`config.mk`:
```
export PLATFORM = sky130hd
export DESIGN_NAME = io_unit_shared_word_exchange
export DESIGN_NICKNAME = d
export VERILOG_FILES = /design/src/design/word_exchange_pkg.sv /design/src/design/setting_if.sv /design/src/design/setting_store.sv /design/src/design/io_unit_shared_word_exchange.sv
export SDC_FILE = /design/constraint.sdc
export NUM_CORES = 1
export LEC_CHECK = 0
export BUFFER_PORTS_ARGS = -buffer_cell sky130_fd_sc_hd__buf_2
export CORE_ASPECT_RATIO = 1.2
export CORE_UTILIZATION = 57
export DETAILED_ROUTE_END_ITERATION = 7
export PLACE_DENSITY = 0.81
export SYNTH_ARGS = -nofsm -noshare
export SYNTH_HDL_FRONTEND = slang
export SYNTH_SLANG_ARGS = --single-unit
```
`constraint.sdc`:
```
create_clock -name clock_in -period 6.1 [get_ports clock_in]
set_clock_uncertainty 0.1 [all_clocks]
set_input_delay 1.525 -clock clock_in [delete_from_list [all_inputs] [get_ports clock_in]]
set_output_delay 1.525 -clock clock_in [all_outputs]
set_load 0.05 [all_outputs]
```
`src/design/word_exchange_pkg.sv`:
```
/*
 * Constants shared by the word-exchange block and its setting store.
 * Assumes a host word memory answering one word request at a time.
 */
// Behaviour
// - cyclic block is ten words starting at 2000 plus ten times unit number
// - parameter block is 100 words starting at 20000 plus 100 times unit number
// - unit number from switches, 0 to 95, selects both blocks
// - first parameter word 12345 at start-up copies internal settings to host
// - first word other than 12345 at start-up loads settings from host
// - input unit continuously writes process values, alarms, disconnection flags
// - output unit continuously reads its output values from host
// - refreshed settings group re-read every pass, and at start-up unless command word is 12345
// - initial settings group loaded once per start-up, unless command word is 12345
// - error lamp lights when any setting is out of range
// - error word holds offset of first faulty word, four hex digits
// - refreshed group range errors shown and stored at once
// - initial group range errors shown and stored only at next start-up
// - after copy-back, first parameter word is cleared to zero
package word_exchange_pkg;
  // ==========================================================
  // word map
  localparam logic [15:0] CYCLIC_BASE = 16'h07D0;
  localparam logic [15:0] CYCLIC_STRIDE = 16'h000A;
  localparam logic [15:0] PARAM_BASE = 16'h4E20;
  localparam logic [15:0] PARAM_STRIDE = 16'h0064;
  localparam logic [6:0] MAX_UNIT = 7'h5F;
  localparam int CYC_WORDS = 10;
  // ==========================================================
  // parameter block layout, offsets from its first word
  localparam logic [6:0] CMD_OFS = 7'h00;
  localparam logic [6:0] G1_FIRST = 7'h01;
  localparam logic [6:0] G1_LAST = 7'h08;
  localparam logic [6:0] G2_FIRST = 7'h09;
  localparam logic [6:0] G2_LAST = 7'h10;
  localparam logic [6:0] ERR_OFS = 7'h11;
  localparam int SET_WORDS = 16;
  // ==========================================================
  // values
  localparam logic [15:0] COPY_BACK_CMD = 16'h3039;
  localparam logic [15:0] SETTING_MAX = 16'h270F;
  localparam logic [15:0] SETTING_RESET = 16'h0000;
  localparam logic AREA_CYCLIC = 1'b0;
  localparam logic AREA_PARAM = 1'b1;

  typedef enum logic [2:0] {
    ST_START = 3'h0,
    ST_LOAD = 3'h1,
    ST_ERRWR = 3'h3,
    ST_G1 = 3'h2,
    ST_CYC = 3'h6,
    ST_COPY = 3'h7,
    ST_CLRCMD = 3'h5,
    ST_HALT = 3'h4
  } state_t;

  function automatic logic [15:0] word_addr(input logic [15:0] base, input logic [15:0] stride,
                                            input logic [6:0] unit, input logic [6:0] ofs);
    logic [31:0] prod;
    prod = stride * {9'h000, unit};
    word_addr = base + prod[15:0] + {9'h000, ofs};
  endfunction
endpackage

```
`src/design/setting_if.sv`:
```
/*
 * Carrier between the exchange sequencer and its setting store.
 * Assumes both ends share one clock.
 */
interface setting_if;
  logic wr;
  logic [6:0] idx;
  logic [15:0] wdata;
  logic [15:0] rdata;
  logic bad;
  modport store (input wr, input idx, input wdata, output rdata, output bad);
  modport ctrl (output wr, output idx, output wdata, input rdata, input bad);
endinterface

```
`src/design/setting_store.sv`:
```
/*
 * Holds the unit's setting words of both groups and checks incoming values.
 * Assumes the sequencer writes only words it has just read from the host.
 */
module setting_store (
  input wire logic clock_in,
  input wire logic rst_n_in,
  setting_if.store port
);
  import word_exchange_pkg::*;

  logic [15:0] mem_q [SET_WORDS];

  // out-of-range words are flagged and not taken, last good value stays
  assign port.bad = port.wdata > SETTING_MAX;
  assign port.rdata = mem_q[port.idx[3:0]];

  always_ff @(posedge clock_in) begin
    if (!rst_n_in) begin
      for (int i = 0; i < SET_WORDS; i++) begin
        mem_q[i] <= SETTING_RESET;
      end
    end else if (port.wr && !port.bad) begin
      mem_q[port.idx[3:0]] <= port.wdata;
    end
  end
endmodule // setting_store

```
`src/design/io_unit_shared_word_exchange.sv`:
```
/*
 * Word-exchange sequencer of a plug-in unit: start-up load or copy-back,
 * then endless refresh of setting group 1 and the cyclic words.
 * Assumes the host memory answers each request with a one-cycle ack.
 */
module io_unit_shared_word_exchange
#(
  parameter bit IS_INPUT = 1'b1
) (
  input wire logic clock_in,
  input wire logic rst_n_in,
  input wire logic restart_in,
  input wire logic [6:0] unit_number_in,
  input wire logic [15:0] proc_in [word_exchange_pkg::CYC_WORDS],
  input wire logic ack_in,
  input wire logic [15:0] rdata_in,
  output logic req_out,
  output logic we_out,
  output logic area_out,
  output logic [15:0] addr_out,
  output logic [15:0] wdata_out,
  output logic unit_error_lamp_out,
  output logic unit_number_bad_out,
  output logic [15:0] cyc_out [word_exchange_pkg::CYC_WORDS]
);
  import word_exchange_pkg::*;

  state_t state_q;
  logic [6:0] cnt_q;
  logic [6:0] unit_q;
  logic req_q;
  logic we_q;
  logic area_q;
  logic [15:0] addr_q;
  logic [15:0] wdata_q;
  logic pass_err_q;
  logic [6:0] pass_ofs_q;
  logic g2_err_q;
  logic [6:0] g2_ofs_q;
  logic lamp_q;
  logic bad_unit_q;
  logic [15:0] cyc_q [CYC_WORDS];
  logic done;
  logic in_g1;
  logic in_g2;
  logic [15:0] err_word;

  setting_if sif ();

  setting_store u_store (
    .clock_in(clock_in),
    .rst_n_in(rst_n_in),
    .port(sif.store)
  );

  assign done = req_q && ack_in;
  assign in_g1 = (cnt_q >= G1_FIRST) && (cnt_q <= G1_LAST);
  assign in_g2 = (cnt_q >= G2_FIRST) && (cnt_q <= G2_LAST);
  assign sif.wr = done && ((state_q == ST_LOAD) || (state_q == ST_G1));
  assign sif.idx = cnt_q - G1_FIRST;
  assign sif.wdata = rdata_in;

  // lowest offset wins: group 1 sits below group 2 in the block
  always_comb begin
    if (pass_err_q) begin
      err_word = {9'h000, pass_ofs_q};
    end else if (g2_err_q) begin
      err_word = {9'h000, g2_ofs_q};
    end else begin
      err_word = 16'h0000;
    end
  end

  // ==========================================================
  // sequencer and host word port
  always_ff @(posedge clock_in) begin
    if (!rst_n_in) begin
      state_q <= ST_START;
      cnt_q <= 7'h00;
      unit_q <= 7'h00;
      req_q <= 1'b0;
      we_q <= 1'b0;
      area_q <= AREA_PARAM;
      addr_q <= 16'h0000;
      wdata_q <= 16'h0000;
      bad_unit_q <= 1'b0;
    end else if (restart_in) begin
      // the host's restart bit reruns start-up but keeps stored settings, lamp and output values
      state_q <= ST_START;
      req_q <= 1'b0;
      we_q <= 1'b0;
    end else if (!req_q) begin
      case (state_q)
        ST_START: begin
          unit_q <= unit_number_in;
          cnt_q <= CMD_OFS;
          if (unit_number_in > MAX_UNIT) begin
            // an illegal switch setting must never touch another unit's words
            bad_unit_q <= 1'b1;
            state_q <= ST_HALT;
          end else begin
            bad_unit_q <= 1'b0;
            req_q <= 1'b1;
            we_q <= 1'b0;
            area_q <= AREA_PARAM;
            addr_q <= word_addr(PARAM_BASE, PARAM_STRIDE, unit_number_in, CMD_OFS);
          end
        end
        ST_LOAD, ST_G1: begin
          req_q <= 1'b1;
          we_q <= 1'b0;
          area_q <= AREA_PARAM;
          addr_q <= word_addr(PARAM_BASE, PARAM_STRIDE, unit_q, cnt_q);
        end
        ST_COPY: begin
          req_q <= 1'b1;
          we_q <= 1'b1;
          area_q <= AREA_PARAM;
          addr_q <= word_addr(PARAM_BASE, PARAM_STRIDE, unit_q, cnt_q);
          wdata_q <= sif.rdata;
        end
        ST_CLRCMD: begin
          req_q <= 1'b1;
          we_q <= 1'b1;
          area_q <= AREA_PARAM;
          addr_q <= word_addr(PARAM_BASE, PARAM_STRIDE, unit_q, CMD_OFS);
          wdata_q <= 16'h0000;
        end
        ST_ERRWR: begin
          req_q <= 1'b1;
          we_q <= 1'b1;
          area_q <= AREA_PARAM;
          addr_q <= word_addr(PARAM_BASE, PARAM_STRIDE, unit_q, ERR_OFS);
          wdata_q <= err_word;
        end
        ST_CYC: begin
          req_q <= 1'b1;
          we_q <= IS_INPUT;
          area_q <= AREA_CYCLIC;
          addr_q <= word_addr(CYCLIC_BASE, CYCLIC_STRIDE, unit_q, cnt_q);
          wdata_q <= proc_in[cnt_q[3:0]];
        end
        default: begin
          req_q <= 1'b0;
        end
      endcase
    end else if (ack_in) begin
      req_q <= 1'b0;
      case (state_q)
        ST_START: begin
          cnt_q <= G1_FIRST;
          // anything but the copy-back code loads from the host
          if (rdata_in == COPY_BACK_CMD) begin
            state_q <= ST_COPY;
          end else begin
            state_q <= ST_LOAD;
          end
        end
        ST_LOAD: begin
          if (cnt_q == G2_LAST) begin
            state_q <= ST_ERRWR;
          end else begin
            cnt_q <= cnt_q + 7'h01;
          end
        end
        ST_COPY: begin
          if (cnt_q == G2_LAST) begin
            state_q <= ST_CLRCMD;
          end else begin
            cnt_q <= cnt_q + 7'h01;
          end
        end
        ST_CLRCMD, ST_ERRWR: begin
          cnt_q <= G1_FIRST;
          state_q <= ST_G1;
        end
        ST_G1: begin
          if (cnt_q == G1_LAST) begin
            cnt_q <= 7'h00;
            state_q <= ST_CYC;
          end else begin
            cnt_q <= cnt_q + 7'h01;
          end
        end
        ST_CYC: begin
          if (cnt_q == 7'(CYC_WORDS - 1)) begin
            state_q <= ST_ERRWR;
          end else begin
            cnt_q <= cnt_q + 7'h01;
          end
        end
        default: begin
          state_q <= state_q;
        end
      endcase
    end
  end

  // ==========================================================
  // range errors
  always_ff @(posedge clock_in) begin
    if (!rst_n_in) begin
      pass_err_q <= 1'b0;
      pass_ofs_q <= 7'h00;
      g2_err_q <= 1'b0;
      g2_ofs_q <= 7'h00;
      lamp_q <= 1'b0;
    end else if (restart_in || (done && state_q == ST_START)) begin
      // group 2 verdict is only renewed by a start-up
      pass_err_q <= 1'b0;
      g2_err_q <= 1'b0;
    end else if (done) begin
      if (sif.wr && in_g1 && sif.bad && !pass_err_q) begin
        pass_err_q <= 1'b1;
        pass_ofs_q <= cnt_q;
      end
      if (state_q == ST_LOAD && in_g2 && sif.bad && !g2_err_q) begin
        g2_err_q <= 1'b1;
        g2_ofs_q <= cnt_q;
      end
      if (state_q == ST_ERRWR) begin
        lamp_q <= pass_err_q || g2_err_q;
        pass_err_q <= 1'b0;
      end
    end
  end

  // ==========================================================
  // output values taken from the host
  always_ff @(posedge clock_in) begin
    if (!rst_n_in) begin
      for (int i = 0; i < CYC_WORDS; i++) begin
        cyc_q[i] <= 16'h0000;
      end
    end else if (done && state_q == ST_CYC && !IS_INPUT) begin
      cyc_q[cnt_q[3:0]] <= rdata_in;
    end
  end

  assign req_out = req_q;
  assign we_out = we_q;
  assign area_out = area_q;
  assign addr_out = addr_q;
  assign wdata_out = wdata_q;
  assign unit_error_lamp_out = lamp_q;
  assign unit_number_bad_out = bad_unit_q;
  assign cyc_out = cyc_q;
endmodule // io_unit_shared_word_exchange

```
# ---- After elaboration in Yosys (flattened, before gate mapping)
# Memories as Yosys holds them, arrays and structs flattened.
# Index checks and enable logic that the tools add are counted.
dict set report totals {
  reg_bits 70
  mem_bits_rw 256
  in_bits 187
  out_inout_bits 197
  elab_cells 150
  memories 1
}
# name words word_bits read_ports rd_ports_with_merged_regs write_ports line
set memory_table {}
lappend memory_table {u_store.mem_q 16 16 1 0 16 setting_store.sv:12} ;# logic [15:0] mem_q [SET_WORDS];
dict set report classes {
  add_sub_neg 8
  mul 3
  order_cmp 7
  n_eq_ne 19
  n_mux 43
  bitwise_logic 5
  reduce_logical 50
}
# op count
set op_table {}
lappend op_table {{16-bit one-hot mux with 5 select lines} 1}
lappend op_table {{16-bit binary-select mux with 4-bit select} 1}
lappend op_table {{16-bit 2-to-1 mux} 4}
lappend op_table {{16-bit one-hot mux with 4 select lines} 1}
lappend op_table {{7-bit 2-to-1 mux} 8}
lappend op_table {{15-bit by 14-bit adder with 16-bit output (first input constant)} 2}
lappend op_table {{7-bit one-hot mux with 4 select lines} 1}
lappend op_table {{3-bit 2-to-1 mux} 9}
lappend op_table {{5-bit by 7-bit multiplier with 12-bit output (first input constant)} 2}
lappend op_table {{3-bit one-hot mux with 6 select lines} 1}
lappend op_table {{3-bit AND reduction} 6}
lappend op_table {{16-bit by 5-bit adder with 16-bit output (second input constant)} 1}
lappend op_table {{16-bit by 7-bit adder with 16-bit output} 1}
lappend op_table {{16-bit by 14-bit == test with 1-bit output (second input constant)} 1}
lappend op_table {{16-bit by 14-bit > comparator with 1-bit output (second input constant)} 1}
lappend op_table {{16-bit OR reduction} 1}
lappend op_table {{3-bit != test (second input constant)} 5}
lappend op_table {{7-bit by 4-bit == test with 1-bit output (second input constant)} 2}
lappend op_table {{12-bit by 7-bit adder with 13-bit output} 1}
lappend op_table {{1-bit 2-to-1 mux} 13}
lappend op_table {{11-bit by 11-bit adder with 12-bit output (first input constant)} 1}
lappend op_table {{1-bit logical AND} 12}
lappend op_table {{3-bit by 7-bit multiplier with 10-bit output (first input constant)} 1}
lappend op_table {{2-bit OR reduction} 5}
lappend op_table {{other kinds (36)} 54}

# ---- Longest topological paths before layout
# Gate-level depths: netlist of run 1.
dict set report logic_depth {
  ltp_word 9
  depth_mapped 18
  ltp_nobuf 18
}

# ---- Modules after synthesis
# From an unflattened synthesis of run 1, not the netlist that was laid out.
dict set report unflattened {
  cells_unflattened 1881
  area_unflattened_um2 20722.4
}
# module instances cells_per_inst area_per_inst_um2 seq_area_each_um2
set by_module_without_submodules {}
lappend by_module_without_submodules {setting_store 1 771 11542.3 7687.4}
lappend by_module_without_submodules {io_unit_shared_word_exchange 1 1110 9180.1 1401.3}

# ---- Worst setup path before layout of run 1
# Ideal clock, no wire load.
dict set report synth_timing {
  path_kind {flip-flop to flip-flop}
  from {reg cnt_q[0]}
  to {mem u_store.mem_q[12][0], enable pin}
  setup_ns 0.411
  arrival_ns 4.265
  required_ns 5.589
  path_slack_ns 1.324
  stages_incl_launch_ff 11
  path_buffers 5
  synth_period_minus_slack_ns 4.776
  path_cell_list {dfxtp_1 > clkbuf_1 > buf_2 > buf_2 > clkbuf_1 > inv_1 > ha_1 > xor2_1 > clkbuf_1 > nand2_1 > o21ai_0}
}
# item line
set synth_lines {}
lappend synth_lines {{start, declared} io_unit_shared_word_exchange.sv:29} ;# logic [6:0] cnt_q;
lappend synth_lines {{start signal, assigned} io_unit_shared_word_exchange.sv:163} ;# cnt_q <= cnt_q + 7'h01;
lappend synth_lines {{start signal, assigned} io_unit_shared_word_exchange.sv:170} ;# cnt_q <= cnt_q + 7'h01;
lappend synth_lines {{start signal, assigned} io_unit_shared_word_exchange.sv:182} ;# cnt_q <= cnt_q + 7'h01;
lappend synth_lines {{end, declared} setting_store.sv:12}

# ---- Worst setup path after layout of run 1
dict set report layout_timing {
  from {reg unit_q[1]}
  to {reg addr_q[11] (netlist: addr_out[11])}
}
dict set report layout_between {
  elab_chain_cells 4
  elab_cells_between_ends 8
  classes_between {add/sub (5); mul (2); mux (1)}
}
# item line
set layout_lines {}
lappend layout_lines {{start, declared} io_unit_shared_word_exchange.sv:30} ;# logic [6:0] unit_q;
lappend layout_lines {{start signal, assigned} io_unit_shared_word_exchange.sv:95} ;# unit_q <= unit_number_in;
lappend layout_lines {{5-bit by 7-bit multiplier with 12-bit output / 3-bit by 7-bit multiplier with 10-bit output (equally long branches)} word_exchange_pkg.sv:60} ;# prod = stride * {9'h000, unit};
lappend layout_lines {{15-bit by 14-bit adder with 16-bit output / 11-bit by 11-bit adder with 12-bit output (equally long branches)} word_exchange_pkg.sv:61} ;# word_addr = base + prod[15:0] + {9'h000, ofs};
lappend layout_lines {{16-bit by 5-bit adder with 16-bit output, or another cell as far along} word_exchange_pkg.sv:61}
lappend layout_lines {{16-bit one-hot mux with 5 select lines (*)} io_unit_shared_word_exchange.sv:93} ;# case (state_q)
lappend layout_lines {{end signal, assigned} io_unit_shared_word_exchange.sv:106} ;# addr_q <= word_addr(PARAM_BASE, PARAM_STRIDE, unit_number_in, CMD_OFS);
lappend layout_lines {{end signal, assigned} io_unit_shared_word_exchange.sv:113} ;# addr_q <= word_addr(PARAM_BASE, PARAM_STRIDE, unit_q, cnt_q);
lappend layout_lines {{end signal, assigned} io_unit_shared_word_exchange.sv:119} ;# addr_q <= word_addr(PARAM_BASE, PARAM_STRIDE, unit_q, cnt_q);
lappend layout_lines {{end, declared} io_unit_shared_word_exchange.sv:34} ;# logic [15:0] addr_q;
# Mark *: on every way between the ends. The rest lies on a longest branch, timed or not.
# A chain may end at the register's enable or synchronous reset.

==> results of run 1 <==
[cells in the mapped netlist (5+ instances only)]
library cell and instances:
nand4_1 6, ha_1 94, nand3_1 20, dfxtp_1 70, o21ai_0 77, and2_1 232, a21boi_0 6, buf_2 5
inv_1 57, fa_1 7, xnor2_1 26, nor4_1 6, nand2b_1 12, nor2_1 84, a31oi_1 7, nor2b_1 30
clkbuf_1 85, xor2_1 20, nor3_1 23, mux4_2 112, buf_4 160, a221oi_1 15, o211a_1 14, a21oi_1 42
edfxtp_1 256, a22oi_1 24, a21o_1 9, mux2i_1 40, a211oi_1 17, and3_1 5, buf_1 11, nand2_1 74
o22ai_1 13
[cells by family after synthesis]
logic type / synth area share
compound gates: 0.0904
fa+ha+maj: 0.0655
mux: 0.144
xor+xnor: 0.0210
other cells: 0.000185
flops: 0.449
simple gates: 0.141
buf+inv: 0.0895
[layout make-up]
type	instances	area share
clock inverters	13	0.00684
clock buffers	47	0.0400
repair buffers	263	0.0635
multi-input cells	1283	0.449
diodes	2	0.000223
well taps	462	0.0257
inverters	59	0.00985
flip-flops and latches	326	0.404
[layout by cell type, fill, tap and decap left out, drive strengths merged, types with 47 or more instances in the layout]
master	Yosys	routed
conb	1	192
nand2	74	74
ha	94	94
buf	176	263
dfxtp	70	70
clkbuf	86	47
edfxtp	256	256
nor2	84	84
o21ai	78	78
mux4	112	112
and2	233	233
inv	57	59
[metrics by stage]
stage / util / std cells
6_report: 0.642 / 2455
5_1_grt: 0.642 / 2453
4_1_cts: 0.642 / 2453
3_5_place_dp: 0.612 / 2393
3_3_place_gp: 0.612 / 2393
2_1_floorplan: - / 1930
[worst max-delay path, cell delays in order (launching register included)]
cell	delay, ps
dfxtp_1	600
ha_1	320
ha_1	290
ha_1	290
inv_1	60
fa_1	460
xor2_1	350
nor4b_2	320
o22ai_1	210
or2_0	420
o21ai_0	140
nand2_1	70
a2111oi_0	610
o21ai_0	170
[metal layers]
metal  global-route usage  vias to the layer above  wire [µm]
met1                0.412                     7250      20900
met5                    0                        -          8
li1                     -                     6496          -
met3               0.0530                      167       5690
met2                0.522                      876      27800
met4                0.168                        2       3410
[registers in the layout, summed over array words and instances, names as in the netlist, 3 cells and up]
register / count
addr_out: 16
cnt_q: 7
g2_ofs_q: 7
pass_ofs_q: 7
state_q: 3
u_store.mem_q: 256
unit_q: 7
wdata_out: 16
[power groups by stage]
stage | Clock [mW] | Combinational, mW | Sequential [mW]
after floorplan | 0 | 1.01 | 2.60
after global placement | 0 | 1.29 | 2.56
after detailed placement | 0 | 1.32 | 2.57
after CTS | 2.01 | 1.33 | 2.52
after global routing | 2.10 | 1.43 | 2.53
final | 2.00 | 1.34 | 2.52
[path summary, 6_finish.rpt]
check / start / endpoint / slack, ps / cells after the start
max reg2reg: unit_q[1] / addr_out[11] / 1540 / 13
max: unit_q[1] / addr_out[11] / 1540 / 13
min: addr_out[5] / addr_out[5] / 370 / 2
min reg2reg: addr_out[5] / addr_out[5] / 370 / 2
==> results.py, run 1 <==
metrics = {
    "sta": {
        "finalCriticalPeriod_ps": 4560,
        "fin_setup_tns_ps": 0,
        "slew_headroom": 0.127,
        "timing.final.crit_share": 0.748,
        "worst_slew_pin_slew_ps": 1300,
        "slew_violations": 0,
        "max_freq_ghz": 0.219,
        "finalHoldViolCount": 0,
        "finalSetupViolations": 0,
        "worst_slack_ps": 1540,
        "fin_hold_ws_ps": 371,
        "rsz0062_at_grt": "no",
    },
    "floorplan": {
        "die_y_um": 209,
        "die_w_um": 174,
        "die-area_um2": 36300,
        "core_um2": 35000,
        "ioPinCount": 384,
        "start_util": 0.579,
        "rows": 75,
    },
    "logic_synthesis": {
        "synth_top_cell_by_area": "edfxtp_1",
        "async_flop_share": 0,
        "synth_area_um2": 20300,
        "synth_area_leaders": "edfxtp_1 (38%), mux4_2 (12%), and2_1 (7.2%)",
        "synth_edf_count": 256,
        "synth-seq-cells": 326,
        "ys_warn_count": 0,
        "syn-mean-instance-area_um2": 11.7,
        "synthCells": 1739,
        "yosys.cell_types.count": 80,
        "yosys.area.top_type_share": 0.379,
        "ys_seq_area_frac": 0.449,
        "ys.flop_type": "edfxtp_1",
    },
    "route": {
        "drc": 0,
        "vias_per_cell": 6.02,
        "ant_nets": 0,
        "drtPass1Iterations": 6,
        "wire_per_inst_um": 23.6,
        "drt_iter0_markers": 1764,
        "wirelength_um": 57800,
        "num_vias": 14791,
    },
    "power_and_ir_drop": {
        "switching_power_mw": 1.79,
        "power_leakage_nw": 9.39,
        "power_density_nw_per_um2": 261,
        "max-vdd-ir-drop_mv": 0.310,
        "power_frac_comb": 0.229,
        "internal_power_mw": 4.08,
        "clock_power_share": 0.341,
        "total_power_mw": 5.87,
        "pwr-share-seq": 0.430,
        "swShare": 0.305,
    },
    "place": {
        "place_area_um2": 21400,
        "io_buffer_count": 223,
        "gp_congestion": 0.988,
        "pre_cts_ws_ps": 1120,
        "hpwl_um": 42000,
    },
    "run_status": {
        "outcome": "finished clean",
    },
    "layout": {
        "drive_gt1_frac": 0.221,
        "multi_input_area_um2": 10100,
        "areaGrowthSynthToFinish_pct": 11.0,
        "design_area_um2": 22500,
        "nFillCells": 2664,
        "nets": 2255,
        "seq_area_um2": 9090,
    },
    "setup_path": {
        "end_kind": "flop",
        "cp.arrival_ps": 4840,
        "crit_type": "reg2reg",
        "path_max_fanout": 8,
        "start_kind": "flop",
        "worstPathRequired_ps": 6380,
    },
    "clock_network": {
        "cts_tree": "built",
        "root_buffer": "clkbuf_16",
        "clk_pin_slew_worst_paths_ps": 60,
        "cts_buffer_depth": 3,
        "cts_buffers": 34,
        "hold_buffers": 0,
        "cts.sinks": 326,
        "cts_resized": 0,
        "htree_levels": 2,
        "clk_latency_ps": 540,
        "post-cts-setup-buffers": 0,
    },
    "hold_path": {
        "min-delay-path-class": "reg2reg",
    },
    "grt": {
        "first_global_vias": 14311,
        "antenna_found_initial": 3,
        "grt_remaining_overflow": 0,
        "grt_max_degree": 75,
        "track_usage": 0.320,
        "grt_pass1_wl_um": 86600,
    },
    "run": {
        "maxCapViolations": 0,
    },
}
No activity file was read; power rests on OpenSTA's default activity.
==> run 2: changes to the inputs <==
--- a/config.mk
+++ b/config.mk
@@ -5,6 +5,7 @@
 export SDC_FILE = /design/constraint.sdc
 export NUM_CORES = 1
 export LEC_CHECK = 0
+export ABC_AREA = 1
 export BUFFER_PORTS_ARGS = -buffer_cell sky130_fd_sc_hd__buf_2
 export CORE_ASPECT_RATIO = 1.2
 export CORE_UTILIZATION = 57
==> constraint.sdc (replaced) <==
create_clock -name clock_in -period 4.5 [get_ports clock_in]
set_clock_uncertainty 0.1 [all_clocks]
set_input_delay 1.125 -clock clock_in [delete_from_list [all_inputs] [get_ports clock_in]]
set_output_delay 1.125 -clock clock_in [all_outputs]
set_load 0.05 [all_outputs]
==> results.py, run 2 <==
metrics = {
    "sta": {
        "finalCriticalPeriod_ps": 3940,
        "fin_setup_tns_ps": 0,
        "timing.final.crit_share": 0.875,
        "worst_slew_pin_slew_ps": 1190,
        "worst_slack_ps": 563,
        "fin_hold_ws_ps": 351,
        "slew_violations": 0,
        "finalSetupViolations": 0,
        "max_freq_ghz": 0.254,
        "slew_headroom": 0.206,
        "rsz0062_at_grt": "no",
        "finalHoldViolCount": 0,
    },
    "logic_synthesis": {
        "ys_seq_area_frac": 0.451,
        "syn-mean-instance-area_um2": 8.10,
        "yosys.area.top_type_share": 0.381,
        "synthTopCellsByCount": "nor2_1 (544), nand2_1 (345), o21ai_0 (265)",
        "synth_top_cell_by_area": "edfxtp_1",
        "ys.flop_type": "edfxtp_1",
        "synth_area_um2": 20200,
        "synth_most_common_cell": "nor2_1",
        "yosys.cell_types.count": 56,
        "async_flop_share": 0,
        "synthCells": 2488,
        "synth-seq-cells": 326,
        "synth_edf_count": 256,
        "ys_warn_count": 0,
        "synth_area_leaders": "edfxtp_1 (38%), nor2_1 (10%), dfxtp_1 (7.0%)",
    },
    "layout": {
        "drive_gt1_frac": 0.142,
        "areaGrowthSynthToFinish_pct": 11.5,
        "largest-register": "u_store.mem_q",
        "final_cell_mix": "nor2_1 (544), nand2_1 (345), o21ai_0 (265)",
        "final_cells": 3203,
        "layout_commonest_cell": "nor2_1",
        "nFillCells": 2958,
        "nets": 3002,
        "largest_register_ffs": 256,
    },
    "clock_network": {
        "clk_pin_slew_worst_paths_ps": 60,
        "post-cts-setup-buffers": 0,
        "root_buffer": "clkbuf_16",
        "clk_latency_ps": 530,
        "htree_levels": 2,
        "cts_buffer_depth": 3,
        "cts_resized": 0,
        "cts.sinks": 326,
        "hold_buffers": 0,
        "cts_tree": "built",
        "cts_buffers": 35,
    },
    "setup_path": {
        "path_max_fanout": 8,
        "r2r.worst_path.cells": 19,
        "start_kind": "flop",
        "end_kind": "flop",
        "cp.arrival_ps": 4280,
        "rrSetupSlack_ps": 560,
        "worstPathRequired_ps": 4840,
        "r2r_end": "addr_out[11]",
        "crit_type": "reg2reg",
        "timing.rr.start": "unit_q[2]",
    },
    "power_and_ir_drop": {
        "power_frac_comb": 0.257,
        "power_density_nw_per_um2": 371,
        "total_power_mw": 8.34,
        "switching_power_mw": 2.81,
        "clock_power_share": 0.333,
        "power_leakage_nw": 10.2,
        "swShare": 0.337,
        "internal_power_mw": 5.52,
        "pwr-share-seq": 0.410,
        "max-vdd-ir-drop_mv": 0.331,
    },
    "hold_path": {
        "min-delay-path-class": "reg2reg",
        "min_from": "pass_ofs_q[3]",
        "holdPathStages": 2,
        "hold_end": "pass_ofs_q[3]",
    },
    "floorplan": {
        "rows": 75,
        "start_util": 0.578,
        "die_y_um": 208,
        "die-area_um2": 36100,
        "ioPinCount": 384,
        "core_um2": 34900,
        "die_w_um": 174,
    },
    "grt": {
        "grt_pass1_wl_um": 92300,
        "grt_busiest_layer": "met2",
        "grt_max_degree": 213,
        "antenna_found_initial": 1,
        "grt_remaining_overflow": 0,
        "grt_use_met2": 0.560,
        "grt_use_met3": 0.0599,
        "first_global_vias": 17113,
        "track_usage": 0.327,
        "met1_usage": 0.396,
    },
    "route": {
        "drtPass1Iterations": 7,
        "vias_per_cell": 5.71,
        "wirelength_um": 60300,
        "drt_iter0_markers": 1711,
        "wire_per_inst_um": 18.8,
        "num_vias": 18302,
        "ant_nets": 0,
        "drc": 0,
    },
    "place": {
        "gp_congestion": 0.966,
        "pre_cts_ws_ps": 189,
        "placed_cells": 3139,
        "hpwl_um": 43300,
        "io_buffer_count": 223,
    },
    "run": {
        "maxCapViolations": 0,
    },
    "run_status": {
        "outcome": "finished clean",
    },
}
-- run 2: cell types whose count changed after synthesis, moves of 40 or more --
cell and delta:
a21oi_1 +102, nand2_1 +271, inv_1 +83, o22ai_1 +58, nor2_1 +460, o21ai_0 +188
mux4_2 -112, mux2i_1 -40, nand3_1 +66, and2_1 -231
-- run 2: logic make-up after synthesis --
| logic type | Yosys count | synth area share |
|---|---|---|
| flip-flops | 326 | 0.451 |
| other | 1 | 0.000186 |
| buffers and inverters | 458 | 0.118 |
| adder cells (fa/ha/maj) | 101 | 0.0653 |
| AO/OA/AOI/OAI | 547 | 0.150 |
| XOR/XNOR | 10 | 0.00472 |
| AND/OR/NAND/NOR | 1045 | 0.211 |
-- run 2: worst max-delay path, cell delays in order, from the launching register on --
cell and delay [ps]:
dfxtp_1 610, ha_1 330, ha_1 290, ha_1 300, inv_1 70, fa_1 600
inv_1 50, nand3_1 80, inv_1 40, nand2_1 110, nand2_1 150, inv_1 130
nand3_1 100, nor2_1 310, nand2_1 90, nand2_1 70, nand3_1 80, nand4_1 160
nand2_1 70, a21oi_1 110
-- run 2: area by class of cell --
type,count,area [µm²],area share
multi-input combinational,1895,9410,0.419
sequential,326,9090,0.405
timing repair buffer,287,1660,0.0738
clock buffer,47,972,0.0433
inverter,169,637,0.0283
tap,462,578,0.0257
clock inverter,16,121,0.00540
antenna,1,2.50,0.000111
-- run 2: metal layers --
metal / vias to the layer above / routed length (µm)
met5: - / 0
met4: 0 / 2830
met3: 167 / 5430
met2: 967 / 29800
met1: 8630 / 22300
li1: 8538 / -
-- run 2: power by group through the flow --
stage	clock network (mW)	logic (mW)	registers, mW
after global routing	2.91	2.34	3.42
final	2.78	2.14	3.41
after detailed placement	0	2.09	3.48
after CTS	2.79	2.11	3.41
after global placement	0	2.06	3.47
after floorplan	0	1.59	3.52
-- run 2: how the worst max path moves through the flow --
| stage | start | endpoint | slack [ps] |
|---|---|---|---|
| global placement | unit_number_in[2] | addr_out[13] | 200 |
| detailed placement | unit_number_in[2] | addr_out[12] | 190 |
| finish | unit_q[2] | addr_out[11] | 560 |
| CTS | unit_q[2] | addr_out[12] | 600 |
| floorplan | unit_number_in[2] | addr_out[12] | 580 |
| global route | unit_q[2] | addr_out[11] | 230 |
-- run 2: per-stage QoR --
step	area [µm²]	utilization
5_1_grt	22500	0.644
4_1_cts	22500	0.644
3_5_place_dp	21400	0.612
3_3_place_gp	21400	0.612
6_report	22500	0.644
2_1_floorplan	20900	-
==> run 3: changes to the inputs <==
--- a/config.mk
+++ b/config.mk
@@ -10,7 +10,7 @@
 export CORE_ASPECT_RATIO = 1.2
 export CORE_UTILIZATION = 57
 export DETAILED_ROUTE_END_ITERATION = 7
-export PLACE_DENSITY = 0.81
+export PLACE_DENSITY = 0.82
 export SYNTH_ARGS = -nofsm -noshare
 export SYNTH_HDL_FRONTEND = slang
 export SYNTH_SLANG_ARGS = --single-unit
==> results.py, run 3 (synthesis results as in run 2) <==
metrics = {
    "clock_network": {
        "htree_levels": 2,
        "cts_buffer_depth": 3,
        "clk_latency_ps": 530,
        "clk_pin_slew_worst_paths_ps": 60,
        "hold_buffers": 0,
        "root_buffer": "clkbuf_16",
        "cts_buffers": 35,
        "cts.sinks": 326,
        "cts_resized": 0,
        "post-cts-setup-buffers": 0,
        "cts_tree": "built",
    },
    "setup_path": {
        "worstPathRequired_ps": 4800,
        "cp.arrival_ps": 4320,
        "path_max_fanout": 10,
        "start_kind": "flop",
        "crit_type": "reg2reg",
        "end_kind": "flop",
    },
    "grt": {
        "grt_pass1_wl_um": 93200,
        "track_usage": 0.331,
        "grt_max_degree": 212,
        "grt_remaining_overflow": 0,
        "antenna_found_initial": 1,
        "first_global_vias": 17254,
    },
    "layout": {
        "final_cells": 3196,
        "areaGrowthSynthToFinish_pct": 11.4,
        "largest_register_ffs": 256,
        "layout_commonest_cell": "nor2_1",
        "nets": 2995,
        "drive_gt1_frac": 0.141,
        "nFillCells": 2930,
        "final_cell_mix": "nor2_1 (544), nand2_1 (345), o21ai_0 (265)",
        "largest-register": "u_store.mem_q",
    },
    "place": {
        "gp_congestion": 0.999,
        "hpwl_um": 44000,
        "io_buffer_count": 223,
        "placed_cells": 3132,
    },
    "sta": {
        "finalHoldViolCount": 0,
        "rsz0062_at_grt": "no",
        "max_freq_ghz": 0.249,
        "slew_violations": 0,
        "fin_setup_tns_ps": 0,
        "worst_slew_pin_slew_ps": 1130,
        "timing.final.crit_share": 0.893,
        "finalSetupViolations": 0,
        "finalCriticalPeriod_ps": 4020,
        "slew_headroom": 0.247,
    },
    "floorplan": {
        "ioPinCount": 384,
        "die_y_um": 208,
        "die_w_um": 174,
        "rows": 75,
        "start_util": 0.578,
        "die-area_um2": 36100,
        "core_um2": 34900,
    },
    "route": {
        "ant_nets": 0,
        "vias_per_cell": 5.76,
        "wirelength_um": 60800,
        "drt_iter0_markers": 2141,
        "drc": 0,
        "num_vias": 18407,
        "drtPass1Iterations": 6,
        "wire_per_inst_um": 19.0,
    },
    "run": {
        "maxCapViolations": 0,
    },
    "power_and_ir_drop": {
        "power_density_nw_per_um2": 381,
        "max-vdd-ir-drop_mv": 0.346,
        "power_leakage_nw": 10.2,
    },
    "run_status": {
        "outcome": "finished clean",
    },
    "hold_path": {
        "min-delay-path-class": "reg2reg",
    },
}
-- run 3: cell types whose count changed in the layout (fill, tap and decap cells not counted) --
cell / delta
buf_12: -3
buf_4: -4
bufinv_16: +4
clkbuf_1: -2
clkbuf_8: -3
clkinv_1: -1
clkinv_2: +1
inv_4: -1
inv_6: +1
inv_8: +1
-- run 3: routing by layer --
layer / up-vias / GRT usage / wire [µm]
met5: - / 0 / 0
li1: 8522 / - / -
met3: 195 / 0.0431 / 5930
met4: 0 / 0.171 / 3170
met1: 8535 / 0.409 / 22100
met2: 1155 / 0.566 / 29600
-- run 3: critical path: stages, from the launching register on --
cell	delay, ps
dfxtp_1	690
ha_1	350
ha_1	300
ha_1	300
inv_1	70
fa_1	580
inv_1	50
nand3_1	80
inv_1	50
nand2_1	110
nand2_1	130
nor2_2	170
nand2_1	90
nor2_1	130
nand2_1	100
nor2_1	140
nand2_1	70
nand3_1	80
o21ai_0	80
nor2_1	140
a21oi_1	80
-- run 3: path summary, 6_finish.rpt --
kind                                    start       endpoint  slack [ps]  cells after the start
worst max-delay path                unit_q[2]   addr_out[12]         480                     20
worst min-delay path            pass_ofs_q[1]  pass_ofs_q[1]         350                      2
worst max register to register      unit_q[2]   addr_out[12]         480                     20
worst min register to register  pass_ofs_q[1]  pass_ofs_q[1]         350                      2
-- run 3: stage by stage --
step / util / total power [mW] / setup WS (ps) / hold WS [ps] / cell area, µm²
after floorplan: - / 5.11 / 577 / 324 / 20900
after global placement: 0.610 / 5.51 / 174 / 336 / 21300
after detailed placement: 0.610 / 5.56 / 175 / 341 / 21300
after CTS: 0.643 / 8.52 / 603 / 349 / 22500
after global routing: 0.644 / 8.89 / 201 / 378 / 22500
final: 0.644 / 8.55 / 482 / 346 / 22500
-- run 3: cell type report --
type | instances | area [µm²] | area share
Multi-Input combinational cell | 1895 | 9410 | 0.419
Sequential cell | 326 | 9090 | 0.405
Timing Repair Buffer | 280 | 1570 | 0.0698
Clock buffer | 42 | 923 | 0.0411
Inverter | 169 | 639 | 0.0285
Tap cell | 462 | 578 | 0.0257
Clock inverter | 21 | 254 | 0.0113
Antenna cell | 1 | 2.50 | 0.000111
-- run 3: report_power, final --
group | leakage [nW] | switching [mW] | internal (mW)
clock | 0.573 | 1.23 | 1.77
sequential | 3.20 | 0.0589 | 3.36
combinational | 6.45 | 1.56 | 0.574
total | 10.2 | 2.85 | 5.70
